### config.mk
export PLATFORM = sky130hd
export DESIGN_NAME = sckp_top
export DESIGN_NICKNAME = d
export VERILOG_FILES = /design/src/sckp_pkg.sv /design/src/sckp_ctl_if.sv /design/src/sckp_top.sv /design/src/sckp_timed_gate.sv /design/src/sckp_divider.sv
export SDC_FILE = /design/constraint.sdc
export NUM_CORES = 1
export LEC_CHECK = 0
export ABC_AREA = 0
export BUFFER_PORTS_ARGS = -buffer_cell sky130_fd_sc_hd__buf_4
export CAP_MARGIN = 25
export CORE_MARGIN = 5
export CORE_UTILIZATION = 50
export CTS_CLUSTER_SIZE = 25
export DETAILED_ROUTE_END_ITERATION = 12
export GPL_ROUTABILITY_DRIVEN = 0
export PLACE_DENSITY = 0.71
export SLEW_MARGIN = 40
export SYNTH_ARGS = -nofsm -noshare
export SYNTH_HDL_FRONTEND = slang
export SYNTH_SLANG_ARGS = --single-unit
### constraint.sdc
create_clock -name clk -period 5.48 [get_ports clk]
set_input_delay 0 -clock clk [delete_from_list [all_inputs] [get_ports clk]]
set_output_delay 0 -clock clk [all_outputs]
set_load 0.02 [all_outputs]
### src/sckp_pkg.sv
// Purpose: Shared constants and types for the system clock prescaler and switch
// Assumes: One 100 MHz master clock, plain register port
// Notes: Register offsets are byte addresses on the plain port
package sckp_pkg;
   // ****************************************************
   // Register map
   // ****************************************************
   localparam logic [3:0] SCKP_ADDR_TRIM = 4'h0;
   localparam logic [3:0] SCKP_ADDR_DIV = 4'h1;
   localparam logic [3:0] SCKP_ADDR_CMD = 4'h2;
   localparam logic [3:0] SCKP_ADDR_SEL = 4'h3;
   localparam logic [3:0] SCKP_ADDR_MCU = 4'h4;
   // ****************************************************
   // Fields and values
   // ****************************************************
   localparam int SCKP_CE_BIT = 7;
   localparam int SCKP_RDY_BIT = 4;
   localparam int SCKP_RCSEL_BIT = 2;
   localparam logic [3:0] SCKP_DIV_RST_FUSE_OFF = 4'h0;
   localparam logic [3:0] SCKP_DIV_RST_FUSE_ON = 4'h3;
   localparam logic [3:0] SCKP_DIV_MAX = 4'h8;
   localparam logic [7:0] SCKP_SEL_SRC_MASK = 8'h0F;
   localparam logic [7:0] SCKP_SEL_SUT_MASK = 8'h30;
   localparam logic [7:0] SCKP_SEL_RST = 8'h00;
   localparam logic [7:0] SCKP_TRIM_RST = 8'h00;
   localparam logic [2:0] SCKP_CE_WINDOW = 3'h4;
   localparam logic [15:0] SCKP_RDY_COUNT = 16'h0040;
   // ****************************************************
   // Clock commands
   // ****************************************************
   localparam logic [3:0] SCKP_CMD_DISABLE = 4'h1;
   localparam logic [3:0] SCKP_CMD_ENABLE = 4'h2;
   localparam logic [3:0] SCKP_CMD_REQUEST = 4'h3;
   localparam logic [3:0] SCKP_CMD_SWITCH = 4'h4;
   localparam logic [3:0] SCKP_CMD_RECOVER = 4'h5;
   typedef enum logic [2:0] {
      SCKP_RDY_IDLE = 3'b001,
      SCKP_RDY_COUNTING = 3'b010,
      SCKP_RDY_DONE = 3'b100
   } sckp_rdy_state_t;
endpackage : sckp_pkg

### src/sckp_ctl_if.sv
`timescale 1ns/1ps
// Purpose: Division setting passed from register logic to the prescaler
// Assumes: Same clock on both sides
// Notes: None
interface sckp_ctl_if;
   logic [3:0] division_select;
   logic clk_enable;
   modport regs (output division_select, input clk_enable);
   modport div (input division_select, output clk_enable);
endinterface : sckp_ctl_if

### src/sckp_top.sv
`timescale 1ns/1ps
// Purpose: System clock prescaler, RC trim and clock switch registers
// Assumes: Software is the only party at the register port
// Notes: Source oscillators outside; ready comes from a counted source tick
//
// Contract
// - one divided enable for all clocks
// - divider reloads only at period end
// - new ratio after old plus new period
// - change enable set only by lone write
// - enable clears after four cycles or use
// - rewrite neither restarts nor clears enable
// - divider bits 6:4 read zero
// - reset code from divide-by-eight fuse
// - any division code accepted
// - codes 0 to 8 give 1 to 256
// - trim loads factory value on first edge after reset
// - trim code drives oscillator monotonically
// - command codes 1 to 5 decoded
// - selection holds source and start-up code
// - command only within open enable window
// - ready clears on enable or request, sets when counted
module sckp_top
   import sckp_pkg::*;
(
   // Clock and reset
   input wire logic clk,
   input wire logic resetn,
   // Register port
   input wire logic [3:0] reg_addr,
   input wire logic [7:0] reg_wdata,
   input wire logic reg_write,
   input wire logic reg_read,
   output logic [7:0] reg_rdata,
   // Straps and factory data
   input wire logic divide_by_eight_fuse,
   input wire logic [7:0] factory_trim,
   input wire logic [7:0] fuse_clock_select,
   // Source oscillator side
   input wire logic source_tick,
   output logic [7:0] trim_code,
   output logic rc_frequency_select,
   output logic [3:0] source_code,
   output logic [1:0] startup_code,
   output logic source_enable_pulse,
   output logic source_disable_pulse,
   output logic switch_pulse,
   // Divided clock enable
   output logic sys_clk_enable
);
   // ****************************************************
   // State
   // ****************************************************
   typedef struct packed {
      logic loaded;
      logic [7:0] trim;
      logic [3:0] div_sel;
      logic [7:0] sel;
      logic [3:0] system_src;
      logic rc_sel;
      logic [15:0] rdy_count;
      sckp_rdy_state_t rdy_state;
      logic rdy;
      logic tick_q1;
      logic tick_q2;
      logic tick_q3;
      logic en_p;
      logic dis_p;
      logic sw_p;
      logic [7:0] rdata;
   } sckp_state_t;
   sckp_state_t st, next_st;
   sckp_ctl_if ctl ();
   logic div_open;
   logic cmd_open;
   logic div_arm;
   logic div_use;
   logic cmd_arm;
   logic cmd_use;
   logic wr_div;
   logic wr_cmd;
   function automatic logic lone_ce(input logic [7:0] d);
      lone_ce = (d == 8'h80);
   endfunction
   assign wr_div = reg_write && reg_addr == SCKP_ADDR_DIV;
   assign wr_cmd = reg_write && reg_addr == SCKP_ADDR_CMD;
   assign div_arm = wr_div && lone_ce(reg_wdata);
   assign div_use = wr_div && div_open && !reg_wdata[SCKP_CE_BIT];
   assign cmd_arm = wr_cmd && lone_ce(reg_wdata);
   assign cmd_use = wr_cmd && cmd_open && !reg_wdata[SCKP_CE_BIT];
   // ****************************************************
   // Change-enable windows
   // ****************************************************
   sckp_timed_gate u_div_gate (
      .clk(clk),
      .resetn(resetn),
      .arm(div_arm),
      .consume(div_use),
      .open(div_open)
   );
   sckp_timed_gate u_cmd_gate (
      .clk(clk),
      .resetn(resetn),
      .arm(cmd_arm),
      .consume(cmd_use),
      .open(cmd_open)
   );
   sckp_divider u_divider (
      .clk(clk),
      .resetn(resetn),
      .ctl(ctl.div)
   );
   assign ctl.division_select = st.div_sel;
   // ****************************************************
   // Next state
   // ****************************************************
   always_comb begin
      next_st = st;
      next_st.en_p = 1'b0;
      next_st.dis_p = 1'b0;
      next_st.sw_p = 1'b0;
      next_st.tick_q1 = source_tick;
      next_st.tick_q2 = st.tick_q1;
      next_st.tick_q3 = st.tick_q2;
      // Straps caught on the first edge after release, not in reset
      if (!st.loaded) begin
         next_st.loaded = 1'b1;
         next_st.trim = factory_trim;
         next_st.div_sel = divide_by_eight_fuse ? SCKP_DIV_RST_FUSE_ON
                                                : SCKP_DIV_RST_FUSE_OFF;
         next_st.sel = fuse_clock_select & 8'h3F;
         next_st.system_src = fuse_clock_select[3:0];
      end
      // Ready counter on synchronised source ticks
      case (st.rdy_state)
         SCKP_RDY_IDLE: begin
         end
         SCKP_RDY_COUNTING: begin
            if (st.tick_q2 && !st.tick_q3) begin
               next_st.rdy_count = st.rdy_count - 16'h0001;
               if (st.rdy_count == 16'h0001) begin
                  next_st.rdy = 1'b1;
                  next_st.rdy_state = SCKP_RDY_DONE;
               end
            end
         end
         SCKP_RDY_DONE: begin
         end
         default: begin
            next_st.rdy_state = SCKP_RDY_IDLE;
         end
      endcase
      if (reg_write) begin
         case (reg_addr)
            SCKP_ADDR_TRIM: begin
               next_st.trim = reg_wdata;
            end
            SCKP_ADDR_DIV: begin
               if (div_use) begin
                  next_st.div_sel = reg_wdata[3:0];
               end
            end
            SCKP_ADDR_SEL: begin
               next_st.sel = reg_wdata & (SCKP_SEL_SRC_MASK | SCKP_SEL_SUT_MASK);
            end
            SCKP_ADDR_MCU: begin
               next_st.rc_sel = reg_wdata[SCKP_RCSEL_BIT];
            end
            default: begin
            end
         endcase
      end
      if (cmd_use) begin
         case (reg_wdata[3:0])
            SCKP_CMD_DISABLE: begin
               // Refused for the source now driving the system
               next_st.dis_p = (st.sel[3:0] != st.system_src);
            end
            SCKP_CMD_ENABLE, SCKP_CMD_REQUEST: begin
               next_st.en_p = (reg_wdata[3:0] == SCKP_CMD_ENABLE);
               next_st.rdy = 1'b0;
               next_st.rdy_count = SCKP_RDY_COUNT;
               next_st.rdy_state = SCKP_RDY_COUNTING;
            end
            SCKP_CMD_SWITCH: begin
               next_st.sw_p = 1'b1;
               next_st.system_src = st.sel[3:0];
            end
            SCKP_CMD_RECOVER: begin
               next_st.sel[3:0] = st.system_src;
            end
            default: begin
            end
         endcase
      end
      next_st.rdata = 8'h00;
      if (reg_read) begin
         case (reg_addr)
            SCKP_ADDR_TRIM: next_st.rdata = st.trim;
            SCKP_ADDR_DIV: next_st.rdata = {div_open, 3'b000, st.div_sel};
            SCKP_ADDR_CMD: next_st.rdata = {cmd_open, 2'b00, st.rdy, 4'h0};
            SCKP_ADDR_SEL: next_st.rdata = st.sel;
            SCKP_ADDR_MCU: next_st.rdata = {5'h00, st.rc_sel, 2'b00};
            default: next_st.rdata = 8'h00;
         endcase
      end
   end
   always_ff @(posedge clk or negedge resetn) begin
      if (!resetn) begin
         st <= '0;
         st.rdy_state <= SCKP_RDY_IDLE;
         st.trim <= SCKP_TRIM_RST;
         st.sel <= SCKP_SEL_RST;
      end else begin
         st <= next_st;
      end
   end
   // ****************************************************
   // Outputs
   // ****************************************************
   assign reg_rdata = st.rdata;
   assign trim_code = st.trim;
   assign rc_frequency_select = st.rc_sel;
   assign source_code = st.sel[3:0];
   assign startup_code = st.sel[5:4];
   assign source_enable_pulse = st.en_p;
   assign source_disable_pulse = st.dis_p;
   assign switch_pulse = st.sw_p;
   assign sys_clk_enable = ctl.clk_enable;
endmodule // sckp_top

### src/sckp_timed_gate.sv
`timescale 1ns/1ps
// Purpose: Change-enable bit with a fixed four-cycle timeout
// Assumes: arm and consume come from same-clock logic
// Notes: Re-arming while open neither extends nor clears
module sckp_timed_gate
   import sckp_pkg::*;
(
   // Clock and reset
   input wire logic clk,
   input wire logic resetn,
   // Control
   input wire logic arm,
   input wire logic consume,
   // Status
   output logic open
);
   typedef struct packed {
      logic open;
      logic [2:0] count;
   } sckp_gate_t;
   sckp_gate_t st, next_st;
   always_comb begin
      next_st = st;
      if (st.open) begin
         next_st.count = st.count - 3'h1;
         if (consume || st.count == 3'h1) begin
            next_st.open = 1'b0;
         end
      end else if (arm) begin
         next_st.open = 1'b1;
         next_st.count = SCKP_CE_WINDOW;
      end
   end
   always_ff @(posedge clk or negedge resetn) begin
      if (!resetn) begin
         st <= '0;
      end else begin
         st <= next_st;
      end
   end
   assign open = st.open;
endmodule // sckp_timed_gate

### src/sckp_divider.sv
`timescale 1ns/1ps
// Purpose: Glitch-free power-of-two clock enable divider
// Assumes: Master clock undivided, division code from registers
// Notes: New code is taken only at the end of a divided period
module sckp_divider
   import sckp_pkg::*;
(
   // Clock and reset
   input wire logic clk,
   input wire logic resetn,
   // Setting and enable
   sckp_ctl_if.div ctl
);
   typedef struct packed {
      logic [7:0] count;
      logic [3:0] active;
      logic en;
   } sckp_div_t;
   sckp_div_t st, next_st;
   function automatic logic [7:0] sckp_limit(input logic [3:0] code);
      logic [3:0] c;
      c = (code > SCKP_DIV_MAX) ? SCKP_DIV_MAX : code;
      if (c == SCKP_DIV_MAX) begin
         sckp_limit = 8'hFF;
      end else begin
         sckp_limit = 8'((9'h001 << c) - 9'h001);
      end
   endfunction
   always_comb begin
      next_st = st;
      next_st.en = 1'b0;
      // Reload only at period end: no short pulse, no faster burst
      if (st.count >= sckp_limit(st.active)) begin
         next_st.count = 8'h00;
         next_st.en = 1'b1;
         next_st.active = ctl.division_select;
      end else begin
         next_st.count = st.count + 8'h01;
      end
   end
   always_ff @(posedge clk or negedge resetn) begin
      if (!resetn) begin
         st <= '0;
      end else begin
         st <= next_st;
      end
   end
   // Single enable serves CPU, I/O, ADC and flash alike
   assign ctl.clk_enable = st.en;
endmodule // sckp_divider

Word level (Yosys, flattened, before mapping) --
Cells that the tools add are included.
Word-level totals: output and inout bits 27, input port bits 34, register bits 81
Operators by class: multiplexer cells 33, shift-type cells 1, equality and inequality tests 18, $add $sub $neg 5, $lt $le $gt $ge 2, reductions and logical operators 19
Operators with widths (count):
- $mux 20 | 4
- $mux 8 | 6
- $mux 4 | 10
- $pmux 8 s5 | 1
- $mux 24 | 1
- $eq 16x1->1 const B | 1
- $eq 4x2->1 const B | 4
- $mux 16 | 1
- $sub 16x1->16 const B | 1
- $eq 4x3->1 const B | 3
- $eq 3x1->1 const B | 3
- $logic_and 1x1->1 | 9
- $add 8x1->8 const B | 1
- $eq 4x1->1 const B | 2
- $eq 8x8->1 const B | 1
- $ge 8x8->1 | 1
- $shl 1x4->8 const A | 1
- $sub 8x1->8 const B | 1
- $mux 1 | 7
- $pmux 3 s2 | 1
- $sub 3x1->3 const B | 2
- $eq 4x4->1 const B | 1
- $gt 4x4->1 const B | 1
- $logic_not 4->1 | 1
- other kinds (10) | 14

Depth between registers and ports, before layout --
Gate-level depths: netlist (run 1).
depth after elaboration 9, mapped depth 12, gate-level depth less buffers 10

Cells and area by module --
A second synthesis (run 1) with hierarchy kept.
Unflattened totals: cells, all modules 431, area, all modules 4376.7 um^2
Modules (own cells, without submodules):
- sckp_top | cells each 313, times used 1, sequential area each 1502.7 um^2, area each 3150.5 um^2
- sckp_divider | cells each 80, times used 1, sequential area each 325.3 um^2, area each 820.8 um^2
- sckp_timed_gate | cells each 19, times used 2, sequential area each 100.1 um^2, area each 202.7 um^2

Worst setup path before layout (run 1) --
Ideal clock, no wire load.
path kind reg-to-reg, start reg u_divider.st[4] (netlist bit), end reg u_divider.st[4] (netlist bit), arrival time 2767 ps, clock period less this slack 2892 ps, cell stages (with the launch flop) 12, data required time 5355 ps, path slack 2588 ps, buffers on the path 2, cells stage by stage dfrtp_1 -> clkbuf_1 -> nor3_1 -> nand2_1 -> ha_1 -> nor3b_1 -> a311oi_1 -> ha_1 -> nand2_1 -> o41ai_2 -> buf_2 -> mux2_2
Between the ends: cells in the longest elaborated chain, start to end 6, elaborated cells on any way between the ends 7
Ends and longest elaborated chain:
- start, declared | line sckp_divider.sv:19 | sckp_div_t st, next_st;
- start signal, assigned | line sckp_divider.sv:45 | st <= next_st;
- $gt 4x4->1 | line sckp_divider.sv:22 | c = (code > SCKP_DIV_MAX) ? SCKP_DIV_MAX : code;
- $mux 4 * | line sckp_divider.sv:22
- $shl 1x4->8 | line sckp_divider.sv:26 | sckp_limit = 8'((9'h001 << c) - 9'h001);
- $sub 8x1->8 | line sckp_divider.sv:26
- $mux 8 * | line sckp_divider.sv:23 | if (c == SCKP_DIV_MAX) begin
- $ge 8x8->1 * | line sckp_divider.sv:33 | if (st.count >= sckp_limit(st.active)) begin
Mark *: on every way between the ends. The rest lies on a longest branch, timed or not. A chain may end at the register's enable or synchronous reset.

Worst setup path after layout (run 1) --
Same ends and word-level chain as after synthesis.

==> metrics.txt, run 1 <==
status=finished, final reports clean; layout cells sized above 1=0.226; Nets=533; io pins=61; Syn Nets=470; clk_lat worst skew=0.35 ns; Post-Syn Area=4380 um^2; DR pass1 iterations=4; H-tree Lvls=3; Fillers=735; Worst Setup Slack, final=2.38 ns; Static Leak=2.34 nW; mux contribution to synthesized area=0.0971; worst r2r src=u_divider.st[4]; number of enable flip-flop cells after synthesis=0; Die Ht=104 um; Pwr Density=332 nW/um^2; syn avg cell area=10.4 um^2; XOR/XNOR Fraction of Synth Area=0.0440; Min Hold Slack=0.0236 ns; slowest stage delay, CP=0.49 ns; worst-path cell chain=nor3_1 > nand2_1 > ha_1 > xnor2_1 > a311oi_1 > ha_1 > nand2_1 > o41ai_2 > buf_4 > mux2_2; RSZ-0062 raised after global routing=false; Reg2Reg Setup Slack=2.38 ns; number of synthesized register bits=81; FP Rows=34; DP HPWL=6660 um; initial DRC count=155; CP max stage cell=o41ai_2; Switching Share=0.316; GRT overflow=0; crit-path max FO=10; post-synth top area cell=dfrtp_1; DR WL/cell=16.4 um; WP buf/inv=1; Compound-Gate Fraction of Synth Area=0.0891; IO buf count=58; Antenna diodes=0; fmax=0.323 GHz; worst hold stages=3; Max-cap violations=0; GR Util All Layers=0.189; post-synth top area share=0.457; post-route minimum period=3.10 ns; post-CTS sizing=0; Mapped Cells=420; Max rail drop VDD=0.159 mV; Worst Path Arrival=3.33 ns; drt total wl=9730 um; Int Pwr=1.19 mW; CP startpoint kind=flip-flop; largest net degree at the start of global routing=82; design area=5240 um^2; share of flip-flops with an asynchronous set or reset=1.00; Starting Density=0.507; synthesis-to-finish area growth=19.7%; Crit Path Category=flip-flop to flip-flop; combinational share of power=0.296; final period utilization=0.565; vias in the first global route=3381; via count=3232; FF-to-FF End=u_divider.st[4]; CTS Root Cell=clkbuf_8; Flop pwr share=0.424; post-synthesis simple-gate area fraction=0.195; CTS Buf Count=9; critical path required time=5.72 ns; switching power=548 uW; Ys Warns=0; Final Hold Fails=0; Crit. End Element=flip-flop; first-pass GRT wire length=16700 um; slew margin rel.=0.566; kind of cell with the highest combined delay on the critical path=compound AO/OA/AOI/OAI gates; initial antenna violation count=0; Setup TNS Final=0 ns; most numerous cell in the Yosys netlist=dfrtp_1; clock buffer depth=2; Adder-Cell Fraction of Synth Area=0.0457; total stage count of the critical path=10; clk sinks=81; list of most frequent post-synthesis cells=80 x dfrtp_1, 53 x nor2_1, 27 x a21oi_1, 22 x buf_4, 20 x mux2i_1; Final Total Pwr=1.74 mW; CP startpoint=u_divider.st[4]; post-synthesis cell type count=62; Final ANT Viol Nets=0; CP endpoint=u_divider.st[4]; R2R depth=10; Pins Over Slew Limit=0; core box area=8640 um^2; sequential-to-total area share from yosys stat=0.463; Clk pin slew, worst setup/hold paths=0.08 ns; Tightest Hold Check Type=primary input to flip-flop; die area=10700 um^2; Setup Viol. Count Final=0; Layout Skew=0.00799 ns; slew at the pin closest to its max-slew limit=0.650 ns; Placement Cell Area=4740 um^2; Area contributors post-synth=dfrtp_1 46%, mux2_2 4.6%, ha_1 4.6%; post-route DRC violation count=0; Vias/cell=5.43; CTS tree=done; clock network power share=0.280; worst slack, placed=2.38 ns; largest family of logic cells by synthesized area=simple AND/OR/NAND/NOR gates; Primary FF master, synth=dfrtp_1; width of the die=104 um
## routing by layer
layer / track usage / vias to the layer above / share of wire
met5: 0 / - / 0
met4: 0.0665 / 0 / 0.016
met3: 0.0410 / 13 / 0.041
met2: 0.315 / 67 / 0.50
met1: 0.241 / 1567 / 0.44
li1: - / 1585 / -
## cells by family (layout without fill, tap and decap cells)
| kind of cell | Yosys count | in the layout |
|---|---|---|
| compound gates | 63 | 63 |
| xor+xnor | 22 | 22 |
| fa+ha+maj | 16 | 16 |
| buf+inv | 51 | 118 |
| flops | 81 | 81 |
| mux | 39 | 39 |
| other cells | 1 | 1 |
| simple gates | 147 | 147 |
## tightest hold or removal path: stages
cell,delay [ns]
buf_4,0.12
nand4b_1,0.08
mux2_2,0.14
## how the worst min path moves through the flow
stage / endpoint / from / slack [ns]
after floorplan: ctl.division_select[0] / resetn / -0.30
after global placement: next_st[12] / source_tick / 0.11
after detailed placement: u_divider.st[7] / resetn / 0.1
after CTS: reg_rdata[6] / reg_addr[1] / 0.006
after global routing: rc_frequency_select / reg_write / 0.01
final: rc_frequency_select / reg_write / 0.02
## through the flow
step                       util  instances
after CTS                 0.606        595
final                     0.607        595
after detailed placement  0.549        552
after global placement    0.548        552
after floorplan               -        420
after global routing      0.607        595
## final cells by class
type | count | area [um^2] | area share
multi-input combinational | 288 | 2070 | 0.394
inverter | 15 | 56.3 | 0.0107
sequential | 81 | 2030 | 0.387
timing repair buffer | 88 | 737 | 0.141
clock inverter | 5 | 80.1 | 0.0153
clock buffer | 10 | 138 | 0.0263
tap | 108 | 135 | 0.0258
## what timing repair did
| action | CTS | global route |
|---|---|---|
| setup endpoints to repair | 0 | 0 |
| setup buffers | 0 | 0 |
| hold buffers | 28 | 0 |
| hold endpoints to repair | 106 | 0 |
## power groups by stage
stage / Sequential, mW / Combinational (mW) / Clock [mW]
finish: 0.736 / 0.515 / 0.487
floorplan: 0.733 / 0.367 / 0
CTS: 0.736 / 0.522 / 0.499
global route: 0.748 / 0.571 / 0.527
detailed placement: 0.748 / 0.497 / 0
global placement: 0.743 / 0.473 / 0
## registers in the layout, summed over array words and instances, names as in the netlist, 3 cells and up
signal,flops
st,28
u_divider.st,12
reg_rdata,8
trim_code,8
ctl.division_select,4
source_code,4
u_cmd_gate.st,3
u_div_gate.st,3
## layout by cell type (no fill, tap or decap), types with 14 or more instances in the layout
| master | synthesis | routed |
|---|---|---|
| inv_1 | 15 | 15 |
| nand3_1 | 14 | 14 |
| buf_4 | 22 | 59 |
| mux2i_1 | 20 | 20 |
| nor2_1 | 53 | 53 |
| mux2_2 | 18 | 18 |
| nand2_1 | 14 | 14 |
| dlygate4sd3_1 | 0 | 28 |
| a21oi_1 | 27 | 27 |
| ha_1 | 16 | 16 |
| dfrtp_1 | 80 | 80 |
| xnor2_1 | 15 | 15 |
Note: power is estimated with default switching activity, not from simulation.
==> run 2: changes to the inputs <==
--- a/config.mk
+++ b/config.mk
@@ -5,7 +5,7 @@
 export SDC_FILE = /design/constraint.sdc
 export NUM_CORES = 1
 export LEC_CHECK = 0
-export ABC_AREA = 0
+export ABC_AREA = 1
 export BUFFER_PORTS_ARGS = -buffer_cell sky130_fd_sc_hd__buf_4
 export CAP_MARGIN = 25
 export CORE_MARGIN = 5
==> constraint.sdc (replaced) <==
create_clock -name clk -period 2.9 [get_ports clk]
set_input_delay 0 -clock clk [delete_from_list [all_inputs] [get_ports clk]]
set_output_delay 0 -clock clk [all_outputs]
set_load 0.02 [all_outputs]
==> metrics.txt, run 2 <==
slew at the pin closest to its max-slew limit=0.644 ns (-0.00669 ns); drt total wl=10400 um (+6.7%); most frequent cells in the layout=137 x nand2_1, 82 x inv_1, 80 x dfrtp_1; share of flip-flops with an asynchronous set or reset=1.00 (unchanged); hold_sp=fuse_clock_select[2]; FF-to-FF End=u_divider.st[4]; Worst Hold Endpoint=st[37]; design area=5390 um^2 (+2.9%); die area=11200 um^2 (+3.9%); Antenna diodes=0 (unchanged); Crit Path Category=flip-flop to flip-flop; Setup Viol. Count Final=0 (unchanged); worst r2r src=u_divider.st[4]; RSZ-0062 raised after global routing=false; CTS tree=done; largest net degree at the start of global routing=82 (unchanged); via count=3866 (+20%); critical path required time=3.14 ns (-2.58 ns); vias in the first global route=3780 (+12%); DR WL/cell=13.6 um (-17%); clk sinks=81 (unchanged); Starting Density=0.519 (+0.0117); layout cells sized above 1=0.148 (-0.0782); most numerous cell in the Yosys netlist=nand2_1; status=finished, final reports clean; initial antenna violation count=0 (unchanged); Tightest Hold Check Type=primary input to flip-flop; CTS Root Cell=clkbuf_8; biggest regs=st (28), u_divider.st (12); post-synthesis cell type count=37 (-40%); Fillers=766 (+4.2%); Static Leak=2.86 nW (+23%); Pins Over Slew Limit=0 (unchanged); sequential-to-total area share from yosys stat=0.444 (-0.0191); number of enable flip-flop cells after synthesis=0 (unchanged); H-tree Lvls=3 (unchanged); mux contribution to synthesized area=0 (-0.0971); FF+latch area=2030 um^2 (unchanged); Top reg by flops=st; Final ANT Viol Nets=0 (unchanged); Die Ht=106 um (+1.9%); Max rail drop VDD=0.272 mV (+71%); max reg flops=28 (unchanged); Layout Skew=0.0116 ns (+0.00362 ns); Clk pin slew, worst setup/hold paths=0.08 ns (about the same); Reg2Reg Setup Slack=0.40 ns (-1.99 ns); crit-path max FO=13 (+3); GRT overflow=0 (unchanged); XOR/XNOR Fraction of Synth Area=0.0249 (-0.0191); leading cell type in the layout, fill and taps excluded=nand2_1; Setup TNS Final=0 ns (unchanged); fmax=0.400 GHz (+24%); Compound-Gate Fraction of Synth Area=0.0841 (-0.00505); largest family of logic cells by synthesized area=simple AND/OR/NAND/NOR gates; syn avg cell area=7.77 um^2 (-25%); worst hold stages=4 (+1); Pwr Density=576 nW/um^2 (+74%); Worst Path Arrival=2.74 ns (-0.59 ns); footprint of the multi-input gates=1990 um^2 (-3.8%); first-pass GRT wire length=17700 um (+6.3%); io pins=61 (unchanged); post-synthesis simple-gate area fraction=0.282 (+0.0870); post-synth top area share=0.438 (-0.0189); CTS Buf Count=9 (unchanged); Final Hold Fails=0 (unchanged); GR Util All Layers=0.196 (+0.00757); final period utilization=0.863 (+0.298); Nets=702 (+32%); Primary FF master, synth=dfrtp_1; width of the die=106 um (+1.9%); Syn Nets=638 (+36%); clock buffer depth=2 (unchanged); number of synthesized register bits=81 (unchanged); Vias/cell=5.05 (-7.0%); R2R depth=14 (+4); list of most frequent post-synthesis cells=137 x nand2_1, 82 x inv_1, 80 x dfrtp_1, 71 x nor2_1, 38 x nand3_1; Post-Syn Area=4570 um^2 (+4.3%); initial DRC count=198 (+28%); Mapped Cells=588 (+40%); clk_lat worst skew=0.35 ns (about the same); Crit. End Element=flip-flop; synthesis-to-finish area growth=18.0%; core box area=8810 um^2 (+2.0%); DR pass1 iterations=5 (+1); Placement Cell Area=4930 um^2 (+3.9%); FP Rows=34 (unchanged); post-CTS setup buffers=0 (unchanged); slew margin rel.=0.571 (+0.00446); IO buf count=58 (unchanged); Adder-Cell Fraction of Synth Area=0.0438 (-0.00189); CP startpoint kind=flip-flop; DP HPWL=7590 um (+14%); post-route minimum period=2.50 ns (-0.594 ns); Area contributors post-synth=dfrtp_1 44%, nand2_1 11%, inv_1 6.7%; post-route DRC violation count=0 (unchanged); Ys Warns=0 (unchanged); Max-cap violations=0 (unchanged); post-synth top area cell=dfrtp_1
## run 2: changes by cell type after synthesis, sizes merged, moves of 8 or more
| cell | before | now |
|---|---|---|
| inv | 15 | 86 |
| mux2 | 18 | 0 |
| mux2i | 20 | 0 |
| nand2 | 14 | 141 |
| nand2b | 8 | 0 |
| nand3 | 14 | 39 |
| nand4 | 4 | 15 |
| nor2 | 53 | 81 |
| o21ai | 11 | 31 |
| xnor2 | 15 | 7 |
## run 2: how the worst max path moves through the flow
stage                    start         endpoint  slack (ns)
6_report       u_divider.st[4]  u_divider.st[4]        0.40
5_1_grt        u_divider.st[4]  u_divider.st[3]        0.09
4_1_cts        u_divider.st[4]  u_divider.st[4]        0.39
3_5_place_dp   u_divider.st[4]  u_divider.st[4]        0.41
3_3_place_gp   u_divider.st[4]  u_divider.st[4]        0.50
2_1_floorplan  u_divider.st[4]  u_divider.st[4]        0.72
## run 2: final cells by class
cell class	instances	area share
clock buffers	13	0.0276
clock inverters	3	0.0121
inverters	87	0.0606
well taps	108	0.0251
repair buffers	84	0.130
flip-flops and latches	81	0.376
multi-input cells	389	0.369
## run 2: repair_timing
item                                    CTS  global route
hold buffers                             25             0
gates resized for setup                   0             0
endpoints found under the setup margin    0             0
hold endpoints to repair                104             0
## run 2: layer usage
metal  track usage  up-vias  routed length [um]
li1              -     1965                   -
met1         0.261     1803                4710
met4        0.0759        0                 206
met5             0        -                   0
met3        0.0312       18                 451
met2         0.324       80                5010
## run 2: metrics by stage
stage	util	cells	setup WS [ns]	hold slack, ns	total power [mW]
6_report	0.612	765	0.399	0.0401	3.10
5_1_grt	0.612	765	0.0877	0.0458	3.33
4_1_cts	0.612	765	0.395	0.0348	3.14
3_5_place_dp	0.559	724	0.409	0.101	2.19
3_3_place_gp	0.559	724	0.503	0.110	2.14
2_1_floorplan	-	588	0.715	-0.296	1.96
## run 2: cell families (layout without fill, tap and decap cells)
kind of cell               after synthesis  after routing
DFF                                     81             81
and+or+nand+nor                        289            289
adders and majority gates               16             16
other                                    1              1
AOI/OAI and AO/OA                       70             70
xor gates and xnor gates                13             13
buffers and inverters                  118            187
## run 2: report_power, final
part | total, mW | leakage, nW | internal (mW) | switching [mW]
Clock | 0.905 | 0.108 | 0.509 | 0.396
Combinational | 0.869 | 1.76 | 0.341 | 0.527
Sequential | 1.33 | 0.995 | 1.24 | 0.0930
Total | 3.10 | 2.86 | 2.09 | 1.02
## run 2: worst max-delay path: stages (launching register included)
cell and delay [ns]:
dfrtp_1 0.42, inv_1 0.19, nand3_1 0.12, ha_1 0.22
inv_1 0.09, o21ai_0 0.10, nand2_1 0.08, nor2_1 0.04
ha_1 0.27, nand2_1 0.08, nor2_1 0.07, nor3_4 0.19
nand2_1 0.32, nand2_1 0.14, nand2_1 0.06
==> run 3: changes to the inputs <==
--- a/config.mk
+++ b/config.mk
@@ -14,6 +14,7 @@
 export DETAILED_ROUTE_END_ITERATION = 12
 export GPL_ROUTABILITY_DRIVEN = 0
 export PLACE_DENSITY = 0.71
+export RECOVER_POWER = 100
 export SLEW_MARGIN = 40
 export SYNTH_ARGS = -nofsm -noshare
 export SYNTH_HDL_FRONTEND = slang
==> metrics.txt, run 3 (synthesis results as in run 2) <==
worst slack, placed=0.409 ns (unchanged); Final Total Pwr=3.07 mW (-0.97%); RSZ-0062 raised after global routing=false; DR WL/cell=13.6 um (+0.46%); most frequent cells in the layout=138 x nand2_1, 84 x inv_1, 80 x dfrtp_1; Vias/cell=5.09 (+0.75%); Worst Setup Slack, final=0.400 ns (+0.000903 ns); DP HPWL=7590 um (unchanged); FP Rows=34 (unchanged); Die Ht=106 um (unchanged); Final ANT Viol Nets=0 (unchanged); Setup TNS Final=0 ns (unchanged); Layout Skew=0.0154 ns (+0.00375 ns); crit-path max FO=13 (unchanged); Crit. End Element=flip-flop; switching power=1.02 mW (about the same); vias in the first global route=3780 (unchanged); clk_lat worst skew=0.35 ns (about the same); die area=11200 um^2 (unchanged); post-route DRC violation count=0 (unchanged); width of the die=106 um (unchanged); DR pass1 iterations=4 (-1); Max rail drop VDD=0.268 mV (-1.6%); WP buf/inv=2 (unchanged); core box area=8810 um^2 (unchanged); CTS Buf Count=9 (unchanged); GRT overflow=0 (unchanged); io pins=61 (unchanged); largest net degree at the start of global routing=82 (unchanged); clock buffer depth=2 (unchanged); Flop pwr share=0.433 (+0.004); fmax=0.400 GHz (about the same); Max-cap violations=1 (+1); via count=3895 (+0.75%); IO buf count=58 (unchanged); worst-path cell chain=inv_1 > nand4_1 > ha_1 > nor4_1 > nor3_1 > ha_1 > nand2_1 > inv_1 > nand2_1 > nand2_1 > nand2_1 > nand2_1 > nand2_1 > nand2_1; design area=5250 um^2 (-2.7%); CTS Root Cell=clkbuf_8; first-pass GRT wire length=17700 um (unchanged); CP max stage cell=dfrtp_1; initial DRC count=176 (-11%); Nets=702 (unchanged); clock network power share=0.295 (+0.003); combinational share of power=0.272 (-0.008); biggest regs=st (28), u_divider.st (12); max reg flops=28 (unchanged); GR Util All Layers=0.196 (unchanged); initial antenna violation count=0 (unchanged); kind of cell with the highest combined delay on the critical path=simple AND/OR/NAND/NOR gates; Final Hold Fails=0 (unchanged); CP startpoint kind=flip-flop; status=finished, violations left; failing checks=capacitance limit, slew limit; CTS tree=done; Starting Density=0.519 (unchanged); slew margin rel.=-0.343 (-0.914); Switching Share=0.331 (+0.00318); Static Leak=2.74 nW (-4.2%); final period utilization=0.862 (about the same); Final Core Density=0.596 (-0.0166); clk sinks=81 (unchanged); Worst Path Arrival=2.74 ns (about the same); Pwr Density=586 nW/um^2 (+1.8%); Int Pwr=2.06 mW (-1.4%); post-route minimum period=2.50 ns (-0.000903 ns); Top reg by flops=st; most used cell, CP=nand2_1; Pins Over Slew Limit=82 (+82); slew at the pin closest to its max-slew limit=2.01 ns (+1.37 ns); layout cells sized above 1=0.0898 (-0.0578); synthesis-to-finish area growth=14.8%; Clk pin slew, worst setup/hold paths=0.08 ns (about the same); drt total wl=10400 um (+0.46%); leading cell type in the layout, fill and taps excluded=nand2_1; Crit Path Category=flip-flop to flip-flop; Tightest Hold Check Type=primary input to flip-flop; H-tree Lvls=3 (unchanged); critical path required time=3.14 ns (about the same); slowest stage delay, CP=0.42 ns (about the same); post-CTS sizing=0 (unchanged); Setup Viol. Count Final=0 (unchanged); Antenna diodes=0 (unchanged); Placement Cell Area=4930 um^2 (unchanged)
-- run 3: cell count changes in the layout (fill, tap and decap cells not counted), sizes merged --
| cell | before | now |
|---|---|---|
| clkbuf | 14 | 44 |
| buf | 58 | 28 |
-- run 3: timing repair --
item,4_1_cts,5_1_grt
buffers inserted,0,0
setup endpoints to repair,0,0
hold endpoints to repair,104,0
hold buffers,25,0
-- run 3: layer usage --
| layer | vias to the layer above | routed length (um) | track usage |
|---|---|---|---|
| met2 | 93 | 4990 | 0.324 |
| li1 | 1968 | - | - |
| met1 | 1816 | 4740 | 0.261 |
| met4 | 0 | 206 | 0.0759 |
| met5 | - | 0 | 0 |
| met3 | 18 | 494 | 0.0312 |
-- run 3: worst register-to-register path, delay by kind of cell, from the launching register on --
family	cells	cell delay (ns)
buffers and inverters	2	0.22
flip-flops	1	0.42
AND/OR/NAND/NOR	10	1.27
adder cells (fa/ha/maj)	2	0.49
-- run 3: final timing paths --
check / startpoint / slack, ns / cells after the start / end
worst max-delay path: u_divider.st[4] / 0.40 / 14 / u_divider.st[4]
worst min-delay path: reg_write / 0.05 / 3 / ctl.division_select[2]
worst max register to register: u_divider.st[4] / 0.40 / 14 / u_divider.st[4]
worst min register to register: next_st[12] / 0.36 / 0 / next_st[11]
max in group asynchronous: resetn / 0.96 / 2 / st[36]
min in group asynchronous: resetn / 0.73 / 2 / u_divider.st[10]
-- run 3: final cells by class --
type | count | area [um^2]
fill | 805 | 3560
clock buffer | 13 | 149
sequential | 81 | 2030
clock inverter | 3 | 65.1
timing repair buffer | 84 | 582
tap | 108 | 135
inverter | 87 | 327
multi-input combinational | 389 | 1960
-- run 3: power groups by stage --
| stage | Combinational (mW) | Clock (mW) | Sequential [mW] |
|---|---|---|---|
| floorplan | 0.620 | 0 | 1.34 |
| global placement | 0.788 | 0 | 1.35 |
| detailed placement | 0.833 | 0 | 1.35 |
| CTS | 0.877 | 0.929 | 1.33 |
| global route | 0.966 | 0.978 | 1.35 |
| finish | 0.836 | 0.907 | 1.33 |
-- run 3: per-stage QoR --
| step | hold slack, ns | std cells |
|---|---|---|
| after floorplan | -0.296 | 588 |
| after global placement | 0.110 | 724 |
| after detailed placement | 0.101 | 724 |
| after CTS | 0.0348 | 765 |
| after global routing | 0.0458 | 765 |
| final | 0.0515 | 765 |
